<file path="src/gpfc_consts.svh">
// Offsets, field positions, reset values and function codes of the pin control block.
`ifndef GPFC_CONSTS_SVH
`define GPFC_CONSTS_SVH

`define GPFC_ADDR_W 12
`define GPFC_IDX_PIN5 12'h204
`define GPFC_IDX_PIN6 12'h205
`define GPFC_IDX_CTRL 12'h206
`define GPFC_OFS_PIN5 12'h810
`define GPFC_OFS_PIN6 12'h814
`define GPFC_OFS_CTRL 12'h818
`define GPFC_RST_PIN5 16'h8000
`define GPFC_RST_PIN6 16'h8000
`define GPFC_WMASK_PIN5 16'h845F
`define GPFC_WMASK_PIN6 16'hE400
`define GPFC_BIT_DIR 15
`define GPFC_BIT_PU 14
`define GPFC_BIT_PD 13
`define GPFC_BIT_POL 10
`define GPFC_BIT_LVL 6
`define GPFC_FN_HI 4
`define GPFC_BIT_OVR 0
`define GPFC_BIT_P6IN 1
`define GPFC_RESP_OKAY 2'h0
`define GPFC_RESP_SLVERR 2'h2
`define GPFC_FN_UNUSED 5'h00
`define GPFC_FN_STATIC 5'h01
`define GPFC_FN_SER_DATA 5'h02
`define GPFC_FN_IRQ 5'h03
`define GPFC_FN_TEMP 5'h04
`define GPFC_FN_PLL2 5'h06
`define GPFC_FN_PLL3 5'h07
`define GPFC_FN_FLL 5'h09
`define GPFC_FN_RANGE_ACT 5'h0A
`define GPFC_FN_WSEQ 5'h0B
`define GPFC_FN_LVL_GATE 5'h0C
`define GPFC_FN_LVL_PEAK 5'h0D
`define GPFC_FN_LVL_SAT 5'h0E
`define GPFC_FN_LVL_THR 5'h0F
`define GPFC_FN_LVL_LOCK 5'h10
`define GPFC_FN_FIFO 5'h11
`define GPFC_FN_DIV_CLK 5'h12
`define GPFC_FN_RSV_LO 5'h17

`endif

</file>
<file path="src/gpfc_pkg.sv">
// Types shared by the pin control block.
package gpfc_pkg;

	// Internal status and clock signals that can be routed to the fifth pin.
	typedef struct packed {
		logic serial_audio_data_out;
		logic irq;
		logic temp_shutdown;
		logic pll2_lock;
		logic pll3_lock;
		logic fll_lock;
		logic dynamic_range_controller_active;
		logic write_seq_done;
		logic automatic_level_control_noise_gate;
		logic automatic_level_control_peak_limit;
		logic automatic_level_control_saturation;
		logic automatic_level_control_threshold;
		logic automatic_level_control_lock;
		logic fifo_error;
		logic divided_output_clock;
	} gpfc_stat_s;

	typedef enum logic {GPFC_WR_IDLE, GPFC_WR_RESP} gpfc_wr_e;
	typedef enum logic {GPFC_RD_IDLE, GPFC_RD_DATA} gpfc_rd_e;

	// Whole state of the register slave.
	typedef struct packed {
		gpfc_wr_e wr_st;
		gpfc_rd_e rd_st;
		logic aw_have;
		logic w_have;
		logic [11:0] awaddr;
		logic [15:0] wdata;
		logic [1:0] wstrb;
		logic [1:0] bresp;
		logic [31:0] rdata;
		logic [1:0] rresp;
		logic [15:0] pin5_ctrl;
		logic [15:0] pin6_ctrl;
		logic clock_regulator_override;
	} gpfc_state_s;

endpackage

</file>
<file path="src/gpfc_func_mux.sv">
// Function select decoder that picks the level for the fifth pin.
`timescale 1ns/1ps
`include "gpfc_consts.svh"
module gpfc_func_mux import gpfc_pkg::*; (
	input wire logic [4:0] pin5_function_select,
	input wire logic pin5_level_bit,
	input wire logic pin5_polarity,
	input wire gpfc_stat_s stat,
	output logic drive_val
);
	logic routed;

	// Routed flags follow their live value; unmapped codes drive a quiet low.
	always_comb begin
		routed = 1'b0;
		case (pin5_function_select)
			`GPFC_FN_SER_DATA: routed = stat.serial_audio_data_out;
			`GPFC_FN_IRQ: routed = stat.irq;
			`GPFC_FN_TEMP: routed = stat.temp_shutdown;
			`GPFC_FN_PLL2: routed = stat.pll2_lock;
			`GPFC_FN_PLL3: routed = stat.pll3_lock;
			`GPFC_FN_FLL: routed = stat.fll_lock;
			`GPFC_FN_RANGE_ACT: routed = stat.dynamic_range_controller_active;
			`GPFC_FN_WSEQ: routed = stat.write_seq_done;
			`GPFC_FN_LVL_GATE: routed = stat.automatic_level_control_noise_gate;
			`GPFC_FN_LVL_PEAK: routed = stat.automatic_level_control_peak_limit;
			`GPFC_FN_LVL_SAT: routed = stat.automatic_level_control_saturation;
			`GPFC_FN_LVL_THR: routed = stat.automatic_level_control_threshold;
			`GPFC_FN_LVL_LOCK: routed = stat.automatic_level_control_lock;
			`GPFC_FN_FIFO: routed = stat.fifo_error;
			`GPFC_FN_DIV_CLK: routed = stat.divided_output_clock;
			default: routed = 1'b0;
		endcase
	end

	// Unused and static codes bypass the polarity stage; everything routed is inverted on request.
	always_comb begin
		if (pin5_function_select == `GPFC_FN_STATIC) begin
			drive_val = pin5_level_bit;
		end else if (pin5_function_select == `GPFC_FN_UNUSED) begin
			drive_val = 1'b0;
		end else begin
			drive_val = routed ^ (pin5_polarity & routed_valid(pin5_function_select));
		end
	end

	// Reserved codes must stay low even with polarity set.
	function automatic logic routed_valid(input logic [4:0] fn);
		routed_valid = (fn <= `GPFC_FN_DIV_CLK) && (fn != 5'h05) && (fn != 5'h08);
	endfunction
endmodule

</file>
<file path="src/gpfc_pin_drv.sv">
// Output register stage of one general-purpose pin.
`timescale 1ns/1ps
module gpfc_pin_drv (
	input wire logic clk,
	input wire logic arst_n,
	input wire logic drive_val,
	input wire logic drive_oe_n,
	output logic pin_o,
	output logic pin_oe_n
);
	// Registered so the pad sees no decode glitches; the pin starts released.
	always_ff @(posedge clk or negedge arst_n) begin
		if (!arst_n) begin
			pin_o <= 1'b0;
			pin_oe_n <= 1'b1;
		end else begin
			pin_o <= drive_val;
			pin_oe_n <= drive_oe_n;
		end
	end
endmodule

</file>
<file path="src/gpfc_top.sv">
// Pin function control for two general-purpose pins behind an AXI4-Lite slave.
`timescale 1ns/1ps
`include "gpfc_consts.svh"
module gpfc_top import gpfc_pkg::*; (
	input wire logic clk,
	input wire logic arst_n,
	input wire logic [11:0] s_axi_awaddr,
	input wire logic s_axi_awvalid,
	output logic s_axi_awready,
	input wire logic [31:0] s_axi_wdata,
	input wire logic [3:0] s_axi_wstrb,
	input wire logic s_axi_wvalid,
	output logic s_axi_wready,
	output logic [1:0] s_axi_bresp,
	output logic s_axi_bvalid,
	input wire logic s_axi_bready,
	input wire logic [11:0] s_axi_araddr,
	input wire logic s_axi_arvalid,
	output logic s_axi_arready,
	output logic [31:0] s_axi_rdata,
	output logic [1:0] s_axi_rresp,
	output logic s_axi_rvalid,
	input wire logic s_axi_rready,
	input wire gpfc_stat_s stat,
	input wire logic pin5_i,
	output logic pin5_o,
	output logic pin5_oe_n,
	input wire logic pin6_i,
	output logic pin6_o,
	output logic pin6_oe_n,
	output logic pin6_pullup_en,
	output logic pin6_pulldown_en
);
	gpfc_state_s state_reg;
	gpfc_state_s state_next;
	logic aw_take;
	logic w_take;
	logic ar_take;
	logic pin5_drive;
	logic [1:0] drive_val_w;
	logic [1:0] drive_oe_n_w;
	logic [1:0] pin_o_w;
	logic [1:0] pin_oe_n_w;
	logic pin6_in_level;

	////////////////////////////////////////////////////////////////////////////
	// Bus handshakes.

	// Address and data are taken independently and held until both are present.
	assign s_axi_awready = (state_reg.wr_st == GPFC_WR_IDLE) && !state_reg.aw_have;
	assign s_axi_wready = (state_reg.wr_st == GPFC_WR_IDLE) && !state_reg.w_have;
	assign s_axi_arready = (state_reg.rd_st == GPFC_RD_IDLE);
	assign aw_take = s_axi_awvalid && s_axi_awready;
	assign w_take = s_axi_wvalid && s_axi_wready;
	assign ar_take = s_axi_arvalid && s_axi_arready;

	// Answers come straight from the state register.
	assign s_axi_bvalid = (state_reg.wr_st == GPFC_WR_RESP);
	assign s_axi_bresp = state_reg.bresp;
	assign s_axi_rvalid = (state_reg.rd_st == GPFC_RD_DATA);
	assign s_axi_rdata = state_reg.rdata;
	assign s_axi_rresp = state_reg.rresp;

	// The sixth pin input after its polarity stage.
	assign pin6_in_level = pin6_i ^ state_reg.pin6_ctrl[`GPFC_BIT_POL];

	////////////////////////////////////////////////////////////////////////////
	// Next-state logic.

	// Merges a 16-bit write into a register under byte strobes and a writable mask.
	function automatic logic [15:0] merge16(input logic [15:0] old, input logic [15:0] wd,
		input logic [1:0] strb, input logic [15:0] mask);
		logic [15:0] lane;
		lane = {{8{strb[1]}}, {8{strb[0]}}} & mask;
		merge16 = (old & ~lane) | (wd & lane);
	endfunction

	// One process computes the whole next state, so write and read share one view; reset is applied in the state register.
	always_comb begin
		state_next = state_reg;
		// Latch address and data whichever arrives first.
		if (aw_take) begin
			state_next.aw_have = 1'b1;
			state_next.awaddr = s_axi_awaddr;
		end
		if (w_take) begin
			state_next.w_have = 1'b1;
			state_next.wdata = s_axi_wdata[15:0];
			state_next.wstrb = s_axi_wstrb[1:0];
		end
		// Perform the write once both halves are in.
		if ((state_reg.wr_st == GPFC_WR_IDLE) && state_reg.aw_have && state_reg.w_have) begin
			state_next.aw_have = 1'b0;
			state_next.w_have = 1'b0;
			state_next.wr_st = GPFC_WR_RESP;
			state_next.bresp = `GPFC_RESP_OKAY;
			case (state_reg.awaddr)
				`GPFC_OFS_PIN5: begin
					// Function select, level, polarity and direction all steer the pin.
					state_next.pin5_ctrl = merge16(state_reg.pin5_ctrl, state_reg.wdata,
						state_reg.wstrb, `GPFC_WMASK_PIN5);
				end
				`GPFC_OFS_PIN6: begin
					state_next.pin6_ctrl = merge16(state_reg.pin6_ctrl, state_reg.wdata,
						state_reg.wstrb, `GPFC_WMASK_PIN6);
				end
				`GPFC_OFS_CTRL: begin
					if (state_reg.wstrb[0]) begin
						state_next.clock_regulator_override = state_reg.wdata[`GPFC_BIT_OVR];
					end
				end
				default: begin
					state_next.bresp = `GPFC_RESP_SLVERR;
				end
			endcase
		end
		// Write response retires on bready.
		if ((state_reg.wr_st == GPFC_WR_RESP) && s_axi_bready) begin
			state_next.wr_st = GPFC_WR_IDLE;
		end
		// Read data are captured at the address handshake.
		if (ar_take) begin
			state_next.rd_st = GPFC_RD_DATA;
			state_next.rresp = `GPFC_RESP_OKAY;
			state_next.rdata = 32'h0000_0000;
			case (s_axi_araddr)
				`GPFC_OFS_PIN5: begin
					state_next.rdata[15:0] = state_reg.pin5_ctrl;
					// The level bit reads the pin, not the stored value. With the pin
					// driven this just echoes the pad and software must not rely on it.
					state_next.rdata[`GPFC_BIT_LVL] = pin5_i;
				end
				`GPFC_OFS_PIN6: begin
					state_next.rdata[15:0] = state_reg.pin6_ctrl;
				end
				`GPFC_OFS_CTRL: begin
					state_next.rdata[`GPFC_BIT_OVR] = state_reg.clock_regulator_override;
					state_next.rdata[`GPFC_BIT_P6IN] = pin6_in_level;
				end
				default: begin
					state_next.rresp = `GPFC_RESP_SLVERR;
				end
			endcase
		end
		if ((state_reg.rd_st == GPFC_RD_DATA) && s_axi_rready) begin
			state_next.rd_st = GPFC_RD_IDLE;
		end
	end

	// State register; both pins start as inputs with pulls off.
	always_ff @(posedge clk or negedge arst_n) begin
		if (!arst_n) begin
			state_reg.wr_st <= GPFC_WR_IDLE;
			state_reg.rd_st <= GPFC_RD_IDLE;
			state_reg.aw_have <= 1'b0;
			state_reg.w_have <= 1'b0;
			state_reg.awaddr <= 12'h000;
			state_reg.wdata <= 16'h0000;
			state_reg.wstrb <= 2'h0;
			state_reg.bresp <= 2'h0;
			state_reg.rdata <= 32'h0000_0000;
			state_reg.rresp <= 2'h0;
			state_reg.pin5_ctrl <= `GPFC_RST_PIN5;
			state_reg.pin6_ctrl <= `GPFC_RST_PIN6;
			state_reg.clock_regulator_override <= 1'b0;
		end else begin
			state_reg <= state_next;
		end
	end

	////////////////////////////////////////////////////////////////////////////
	// Pin datapath.

	gpfc_func_mux u_func_mux (
		.pin5_function_select(state_reg.pin5_ctrl[`GPFC_FN_HI:0]),
		.pin5_level_bit(state_reg.pin5_ctrl[`GPFC_BIT_LVL]),
		.pin5_polarity(state_reg.pin5_ctrl[`GPFC_BIT_POL]),
		.stat(stat),
		.drive_val(pin5_drive)
	);

	// The sixth pin has no function routing here, so it drives low through its polarity.
	assign drive_val_w[0] = pin5_drive;
	assign drive_val_w[1] = 1'b0 ^ state_reg.pin6_ctrl[`GPFC_BIT_POL];
	assign drive_oe_n_w[0] = state_reg.pin5_ctrl[`GPFC_BIT_DIR];
	assign drive_oe_n_w[1] = state_reg.pin6_ctrl[`GPFC_BIT_DIR];

	// One output stage per pin.
	for (genvar gi = 0; gi < 2; gi++) begin : g_pin
		gpfc_pin_drv u_pin_drv (
			.clk(clk),
			.arst_n(arst_n),
			.drive_val(drive_val_w[gi]),
			.drive_oe_n(drive_oe_n_w[gi]),
			.pin_o(pin_o_w[gi]),
			.pin_oe_n(pin_oe_n_w[gi])
		);
	end

	assign pin5_o = pin_o_w[0];
	assign pin5_oe_n = pin_oe_n_w[0];
	assign pin6_o = pin_o_w[1];
	assign pin6_oe_n = pin_oe_n_w[1];

	// Pull controls come straight from register flops, so they are glitch free.
	assign pin6_pullup_en = state_reg.pin6_ctrl[`GPFC_BIT_PU];
	assign pin6_pulldown_en = state_reg.pin6_ctrl[`GPFC_BIT_PD];

	logic [4:0] fn_now;
	logic pol_now;
	logic write_go;
	assign fn_now = state_reg.pin5_ctrl[`GPFC_FN_HI:0];
	assign pol_now = state_reg.pin5_ctrl[`GPFC_BIT_POL];
	// Kept as a plain signal so that it can also be used inside $past.
	assign write_go = (state_reg.wr_st == GPFC_WR_IDLE) && state_reg.aw_have &&
		state_reg.w_have;
endmodule

</file>
<file path="config.mk">
export PLATFORM = sky130hd
export DESIGN_NAME = gpfc_top
export DESIGN_NICKNAME = d
export VERILOG_FILES = /design/src/gpfc_pkg.sv /design/src/gpfc_func_mux.sv /design/src/gpfc_pin_drv.sv /design/src/gpfc_top.sv
export VERILOG_INCLUDE_DIRS = /design/src
export SDC_FILE = /design/constraint.sdc
export NUM_CORES = 1
export LEC_CHECK = 0
export ABC_AREA = 1
export BUFFER_PORTS_ARGS = -buffer_cell sky130_fd_sc_hd__buf_2
export CORE_MARGIN = 1
export CORE_UTILIZATION = 48
export CTS_CLUSTER_SIZE = 20
export DETAILED_ROUTE_END_ITERATION = 12
export PLACE_DENSITY = 0.91
export REMOVE_ABC_BUFFERS = 1
export SYNTH_ARGS = -nofsm -noshare
export SYNTH_HDL_FRONTEND = slang
export SYNTH_SLANG_ARGS = --single-unit
</file>
<file path="constraint.sdc">
create_clock -name clk -period 1.7 [get_ports clk]
set_input_delay 0 -clock clk [delete_from_list [all_inputs] [get_ports clk]]
set_output_delay 0 -clock clk [all_outputs]
set_load 0.01 [all_outputs]
</file>
## After elaboration in Yosys (flattened, before gate mapping)

Cells that the tools add are included.

- Input port bits: 84
- Word-level logic and storage cells: 92
- Register bits: 91
- Output and inout port bits: 47

- Magnitude comparators: 1
- Equality and inequality tests: 24
- Reduce and logical (&&, ||, !) cells: 23
- Mux-type cells: 14
- Bitwise logic cells: 13

Operators by type and width:

| kind | number |
|---|---|
| == test 12 bit, second input constant | 6 |
| AND 16 bit | 4 |
| == test 5 x 4 -> 1 bit, second input constant | 7 |
| inverter 16 bit | 2 |
| bitwise OR 16 bit | 2 |
| case mux 14 bit (2 select lines) | 1 |
| == test 5 x 3 -> 1 bit, second input constant | 3 |
| == test 5 bit, second input constant | 3 |
| case mux 1 bit (15 select lines) | 1 |
| logical AND 1 bit | 11 |
| == test 5 x 2 -> 1 bit, second input constant | 2 |
| 2-to-1 mux 1 bit | 8 |
| nonzero test 2 bit | 4 |
| 2-to-1 mux 2 bit | 3 |
| case mux 2 bit (3 select lines) | 1 |
| OR reduction 3 bit | 2 |
| == test 5 x 1 -> 1 bit, second input constant | 1 |
| less-or-equal comparator 5 bit, second input constant | 1 |
| logical NOT 5 bit | 1 |
| inequality test 5 x 3 -> 1 bit, second input constant | 1 |
| inequality test 5 x 4 -> 1 bit, second input constant | 1 |
| AND reduction 2 bit | 2 |
| AND reduction 3 bit | 1 |
| logical NOT 1 bit | 2 |
| other kinds (3) | 5 |

## Depth between registers and ports, before layout

Gate-level depths: netlist of run 1.

- Word-level depth: 7
- Mapped depth: 12
- Gate-level depth less buffers: 11

## Hierarchy

Synthesis of run 1 repeated with hierarchy kept, for this count alone.

- Cells, all modules: 396
- Area total of the unflattened synthesis: 3213.1 um^2

By module, submodules not included:

| module | area an instance (um^2) | sequential area each (um^2) | cells an instance | instances |
|---|---|---|---|---|
| gpfc_top | 2792.7 | 1328.8 | 330 | 1 |
| gpfc_func_mux | 317.8 | 0.0 | 62 | 1 |
| gpfc_pin_drv | 51.3 | 51.3 | 2 | 2 |

## Worst setup path after synthesis of run 1

Ideal clock, no wire load.

- Path type: flip-flop to flip-flop
- Start point: register state_reg, in the netlist s_axi_bvalid
- End point: register state_reg[88] (netlist name)
- Path buffers: 1
- Setup slack: 0.261 ns
- Stages on the path, launching flop included: 5
- Required time: 1.575 ns
- Library setup time: 0.125 ns
- Period minus slack after synthesis: 1.439 ns
- Data arrival time: 1.315 ns
- Path through: dfrtp_1 nor2_1 nand2_2 clkbuf_8 mux2_2

- Longest elaborated chain between the ends: 3

RTL lines:

| element | line | RTL |
|---|---|---|
| from (decl) | gpfc_top.sv:34 | `gpfc_state_s state_reg;` |
| from (signal assigned) | gpfc_top.sv:167 | `state_reg <= state_next;` |
| inverter 1 bit | n/a |  |
| logical AND 1 bit | gpfc_top.sv:50 | `assign s_axi_awready = (state_reg.wr_st == GPFC_WR_IDLE) && !state_reg.aw_have;` |
| named net s_axi_awready | gpfc_top.sv:9 | `output logic s_axi_awready,` |
| logical AND 1 bit | gpfc_top.sv:53 | `assign aw_take = s_axi_awvalid && s_axi_awready;` |

The timed path passes the listed nets, and every way through them passes these cells.
A chain may end at the register's enable or synchronous reset.

==> flow_metrics.py, run 1 <==
metrics = {
    "clocking": {
        "root_buffer": "clkbuf_8",
        "cts_made_buffers": 9,
        "htree_levels": 3,
        "clk-insertion-delay-late_ps": 350,
        "cts_tree": "built",
        "cts_max_path_buffers": 2,
        "cts.sinks": 57,
        "path_clk_slew_ps": 70,
    },
    "layout": {
        "fin_nets": 545,
        "instances_no_fill": 541,
        "area_growth_pct": 29.2,
        "drive_gt1_frac": 0.290,
        "layout_commonest_cell": "buf_2",
        "n_antenna_cell": 0,
        "final_cell_mix": "buf_2 (82), nand2_1 (60), dfrtp_1 (52)",
    },
    "placed_design": {
        "numPortBuffers": 82,
        "routabilityCongestion": 0.896,
        "dp_cells": 494,
        "hpwlAfterDp_um": 4650,
    },
    "sta": {
        "setup-violations-final": 0,
        "finalCritPeriodShare": 0.939,
        "maxSlewHeadroom": 0.642,
        "final-hold-violation-count": 0,
        "drv_slew": 0,
        "finalClockSkew_ps": 13.0,
        "setup_tns_ps": 0,
        "rsz0062_at_grt": "false",
        "final.min_clock_period_ps": 1600,
        "worst_slew_pin_slew_ps": 537,
        "max_freq_mhz": 627,
    },
    "detailed_routing": {
        "viasPerCell": 4.86,
        "drtAntennaViolNets": 0,
        "drc": 0,
        "dr_total_vias": 2631,
        "dr.pass1.iters": 5,
        "routed_wl_um": 7060,
        "drt_iter0_drc": 253,
        "wl_per_cell_um": 13.1,
    },
    "synthesis": {
        "synth_ff_type": "dfrtp_1",
        "ys_seq_area_frac": 0.474,
        "syn-cell-area_um2": 3020,
        "synth_edf_count": 0,
        "ys_types": 34,
        "yosysWarningCount": 0,
        "synth-seq-cells": 57,
        "syn_avg_cell_area_um2": 8.58,
        "synthCells": 352,
        "synthArstFlopShare": 1.00,
    },
    "worst_setup_path": {
        "r2r_slack_ps": 100,
        "cp_max_fo": 12,
        "required_ps": 1920,
        "crit_start": "state_reg[91]",
        "arrival_ps": 1820,
        "cp-end-kind": "flop",
        "critical_path_class": "reg -> reg",
        "reg2reg_depth": 7,
        "cp-start-kind": "flop",
        "regToRegStartpoint": "state_reg[91]",
    },
    "die": {
        "core_area_um2": 5990,
        "fp.dieH_um": 81.3,
        "start_util": 0.504,
        "die_w_um": 81.3,
        "pin_count": 131,
        "die-area_um2": 6620,
        "num_rows": 28,
    },
    "global_routing": {
        "antenna_found_initial": 0,
        "grt_max_degree": 37,
        "grt_pass1_vias": 2548,
        "grtUsageTotal": 0.234,
        "overflow": 0,
        "grt_pass1_wl_um": 11400,
    },
    "power_and_ir_drop": {
        "pwr_density_cell_nw_per_um2": 1180,
        "leakagePower_uw": 0.00205,
        "total_power_uw": 4620,
        "peakVddDrop_mv": 1.01,
    },
    "min_path": {
        "hp-start": "s_axi_araddr[1]",
        "min_path_type": "in -> reg",
        "whs_endpoint": "s_axi_rdata[15]",
        "hold_path_depth": 4,
    },
    "status": {
        "outcome": "finished, final reports clean",
    },
    "job": {
        "cap_violations": 0,
    },
}
## cell families after synthesis
family,count (synthesis),synth area share
flip-flops,57,0.474
XOR/XNOR,1,0.00290
AO/OA/AOI/OAI,48,0.0948
AND/OR/NAND/NOR,158,0.244
other,1,0.00124
multiplexers,8,0.0298
buffers and inverters,79,0.153
## synthesized netlist by cell type (3+ instances only)
cell | instances | area [um^2]
nand2_1 | 60 | 225
dfrtp_1 | 53 | 1330
nor2_1 | 41 | 154
buf_4 | 39 | 293
inv_1 | 34 | 128
nand3_1 | 29 | 145
a21oi_1 | 19 | 95.1
o21ai_0 | 11 | 55.1
mux2_2 | 8 | 90.1
nand4_1 | 8 | 50.1
o21ai_2 | 6 | 52.6
dfstp_2 | 4 | 105
nand3b_1 | 4 | 30.0
a21o_1 | 3 | 22.5
nand2_2 | 3 | 18.8
nor2_4 | 3 | 33.8
o31ai_1 | 3 | 22.5
## layout make-up
| class | count | area (um^2) |
|---|---|---|
| multi-input combinational | 239 | 1210 |
| tap | 75 | 93.8 |
| inverter | 35 | 131 |
| clock inverter | 4 | 98.8 |
| timing repair buffer | 119 | 778 |
| clock buffer | 12 | 155 |
| sequential | 57 | 1430 |
| fill | 484 | 2090 |
## repair_timing
item	4_1_cts	5_1_grt
setup endpoints to repair	0	1
gates resized for setup	0	1
hold buffers	31	0
setup buffers	0	0
endpoints found under the hold margin	49	0
## critical path, cell delays in order (launching register included)
cell     delay (ps)
dfrtp_1         350
inv_1            70
nor2_1          130
nand4_1         230
nor2_4          190
nand3_2         260
nand2_1         170
o21ai_2          60
## power breakdown
group	total (uW)	internal, uW	switching [uW]	leakage, uW
sequential	1890	1710	183	0.000691
combinational	1120	454	666	0.00124
clock	1600	1060	548	0.000127
total	4620	3220	1400	0.00205
## stage by stage
| stage | instance area, um^2 | utilization | hold WS (ps) | setup WS [ps] |
|---|---|---|---|---|
| floorplan | 2780 | - | -296 | 266 |
| global placement | 3340 | 0.557 | -6.82 | 211 |
| detailed placement | 3340 | 0.557 | 5.32 | 164 |
| CTS | 3900 | 0.651 | 12.8 | 146 |
| global route | 3900 | 0.652 | 56.0 | 11.0 |
| finish | 3900 | 0.652 | 28.8 | 105 |
## layer usage
layer | up-vias | part of all wire | track usage
li1 | 1299 | - | -
met1 | 1205 | 0.41 | 0.282
met2 | 117 | 0.51 | 0.408
met3 | 10 | 0.060 | 0.0427
met4 | 0 | 0.017 | 0.0964
met5 | - | 0 | 0
## worst max-delay path by stage
stage | endpoint | slack [ps]
after detailed placement | flop | 160
final | flop | 100
after floorplan | state_reg[69] | 270
after global routing | s_axi_rdata[10] | 10
after CTS | flop | 150
after global placement | flop | 210
Power figures use the tool's default switching activity.
==> inputs of run 2 (changes only) <==
--- a/config.mk
+++ b/config.mk
@@ -9,11 +9,12 @@
 export ABC_AREA = 1
 export BUFFER_PORTS_ARGS = -buffer_cell sky130_fd_sc_hd__buf_2
 export CORE_MARGIN = 1
-export CORE_UTILIZATION = 48
+export CORE_UTILIZATION = 49
 export CTS_CLUSTER_SIZE = 20
 export DETAILED_ROUTE_END_ITERATION = 12
 export PLACE_DENSITY = 0.91
 export REMOVE_ABC_BUFFERS = 1
 export SYNTH_ARGS = -nofsm -noshare
 export SYNTH_HDL_FRONTEND = slang
+export SYNTH_HIERARCHICAL = 1
 export SYNTH_SLANG_ARGS = --single-unit
==> flow_metrics.py, run 2 <==
metrics = {
    "synthesis": {
        "synthTopCellsByCount": "nand2_1 (90), inv_1 (54), dfrtp_1 (53), buf_4 (37), nor2_1 (34)",
        "synth_top_area_frac": 0.413,
        "synth_edf_count": 0,
        "yosysWarningCount": 6,
        "ys_seq_area_frac": 0.445,
        "synthArstFlopShare": 1.00,
        "synth-seq-cells": 57,
        "synth_most_common_cell": "nand2_1",
        "synth_ff_type": "dfrtp_1",
        "synth_area_leaders": "dfrtp_1 (41%), nand2_1 (11%), buf_4 (8.6%), inv_1 (6.3%), nand3_1 (4.4%)",
        "synth_top_area_cell": "dfrtp_1",
        "syn-cell-area_um2": 3210,
        "synthCells": 396,
        "syn_avg_cell_area_um2": 8.11,
        "ys_types": 28,
    },
    "detailed_routing": {
        "dr.pass1.iters": 4,
        "drt_iter0_drc": 124,
        "drtAntennaViolNets": 0,
        "wl_per_cell_um": 11.4,
        "dr_total_vias": 2735,
        "drc": 0,
        "routed_wl_um": 6590,
        "viasPerCell": 4.72,
    },
    "power_and_ir_drop": {
        "total_power_uw": 4410,
        "pwr-share-clk": 0.312,
        "switching_power_uw": 1430,
        "peakVddDrop_mv": 0.949,
        "leakagePower_uw": 0.00231,
        "swShare": 0.323,
        "seq_power_share": 0.425,
        "pwr-share-comb": 0.262,
        "pwr_density_cell_nw_per_um2": 1100,
        "internal_power_uw": 2990,
    },
    "placed_design": {
        "hpwlAfterDp_um": 4540,
        "dp_cells": 536,
        "numPortBuffers": 82,
        "routabilityCongestion": 0.800,
        "place_area_um2": 3500,
    },
    "min_path": {
        "min_path_type": "in -> reg",
        "hold_path_depth": 6,
    },
    "clocking": {
        "cts.sinks": 57,
        "clk-insertion-delay-late_ps": 340,
        "cts_setup_buffers": 0,
        "cts_tree": "built",
        "cts_max_path_buffers": 2,
        "cts_made_buffers": 9,
        "htree_levels": 3,
        "root_buffer": "clkbuf_8",
        "path_clk_slew_ps": 70,
    },
    "job": {
        "cap_violations": 0,
    },
    "sta": {
        "final-hold-violation-count": 0,
        "setup_tns_ps": 0,
        "finalClockSkew_ps": 10.0,
        "final.min_clock_period_ps": 1430,
        "worst_slew_pin_slew_ps": 570,
        "max_freq_mhz": 701,
        "rsz0062_at_grt": "false",
        "finalCritPeriodShare": 0.839,
        "maxSlewHeadroom": 0.620,
        "drv_slew": 0,
        "setup-violations-final": 0,
    },
    "worst_setup_path": {
        "path_buf_inv": 0,
        "cpPeakStageDelay_ps": 480,
        "required_ps": 1920,
        "cp-start-kind": "flop",
        "worst_path_most_repeated_cell": "nand2_1",
        "cp-end-kind": "flop",
        "cp_max_fo": 8,
        "reg2reg_depth": 9,
        "critical_path_class": "reg -> reg",
        "cp_slowest_cell": "dfrtp_1",
        "crit_cells": 9,
        "path_delay_family": "simple AND/OR/NAND/NOR gates",
        "arrival_ps": 1650,
        "path_cells": "nor2_2 > nand2_1 > a21o_1 > nand3_1 > nor2_2 > nand3_1 > nand2_1 > nand2_1 > nand2_1",
    },
    "global_routing": {
        "grt_pass1_wl_um": 11400,
        "grt_max_degree": 34,
        "grtUsageTotal": 0.207,
        "antenna_found_initial": 0,
        "overflow": 0,
        "grt_pass1_vias": 2574,
    },
    "layout": {
        "final_core_util": 0.631,
        "area_growth_pct": 24.6,
        "drive_gt1_frac": 0.286,
        "instances_no_fill": 580,
        "final_cell_mix": "nand2_1 (90), buf_2 (82), inv_1 (54)",
        "n_antenna_cell": 0,
        "layout_commonest_cell": "nand2_1",
        "fin_area_um2": 4010,
        "fin_nets": 582,
    },
    "die": {
        "num_rows": 29,
        "die_w_um": 83.0,
        "core_area_um2": 6350,
        "die-area_um2": 6880,
        "pin_count": 131,
        "fp.dieH_um": 83.0,
        "start_util": 0.506,
    },
    "status": {
        "outcome": "finished, final reports clean",
    },
}
[run 2: cell types whose count changed in the layout (fill, tap and decap cells not counted), moves of 7 or more]
cell	delta
inv_1	+20
nand2_1	+30
nand3_2	+7
nor2_1	-7
[run 2: cell families (layout without fill, tap and decap cells)]
| family | count (synthesis) | in the layout | share of synthesized area |
|---|---|---|---|
| buffers and inverters | 105 | 189 | 0.174 |
| AO/OA/AOI/OAI | 30 | 30 | 0.0475 |
| other | 1 | 24 | 0.00117 |
| flip-flops | 57 | 57 | 0.445 |
| AND/OR/NAND/NOR | 196 | 196 | 0.308 |
| multiplexers | 6 | 6 | 0.0210 |
| XOR/XNOR | 1 | 1 | 0.00273 |
[run 2: layout make-up]
type,instances,area [um^2]
Clock buffer,11,141
Clock inverter,5,78.8
Fill cell,526,2340
Inverter,61,229
Multi-Input combinational cell,257,1310
Sequential cell,57,1430
Tap cell,77,96.3
Timing Repair Buffer,112,718
[run 2: what timing repair did]
item / 4_1_cts / 5_1_grt
resized for setup: 0 / 1
setup endpoints to repair: 0 / 1
endpoints found under the hold margin: 51 / 0
hold buffers: 28 / 0
[run 2: power by group through the flow]
| stage | combinational, uW | clock, uW | sequential [uW] |
|---|---|---|---|
| after floorplan | 782 | 0 | 1870 |
| after global placement | 1050 | 0 | 1870 |
| after detailed placement | 1100 | 0 | 1890 |
| after CTS | 1160 | 1420 | 1870 |
| after global routing | 1300 | 1480 | 1910 |
| final | 1160 | 1380 | 1880 |
[run 2: metrics by stage]
step / worst slack (ps) / hold WS, ps
2_1_floorplan: 418 / -296
3_3_place_gp: 253 / 23.8
3_5_place_dp: 201 / 29.4
4_1_cts: 184 / 86.2
5_1_grt: 69.5 / 124
6_report: 274 / 95.1
[run 2: layer usage]
metal,share of wire,vias up,routed length [um],GRT usage
met5,0,-,0,0
met4,0.014,0,93,0.0580
met3,0.052,12,340,0.0596
met2,0.52,105,3390,0.362
met1,0.42,1234,2760,0.247
li1,-,1384,-,-
[run 2: worst paths after layout]
check / from / endpoint / slack (ps)
hold reg to reg: flop / g_pin[0].u_pin_drv/pin_oe_n / 370
hold / removal: pin6_i / s_axi_rdata[1] / 100
min in group asynchronous: arst_n / s_axi_rvalid / 200
max in group asynchronous: arst_n / g_pin[1].u_pin_drv/pin_oe_n / 850
setup reg to reg: flop / g_pin[0].u_pin_drv/pin_o / 270
setup / recovery: flop / g_pin[0].u_pin_drv/pin_o / 270
[run 2: worst min-delay path: cells and delay by family]
kind / cells / cell delay [ps]
xor+xnor: 1 / 60
simple gates: 4 / 240
buf+inv: 1 / 90
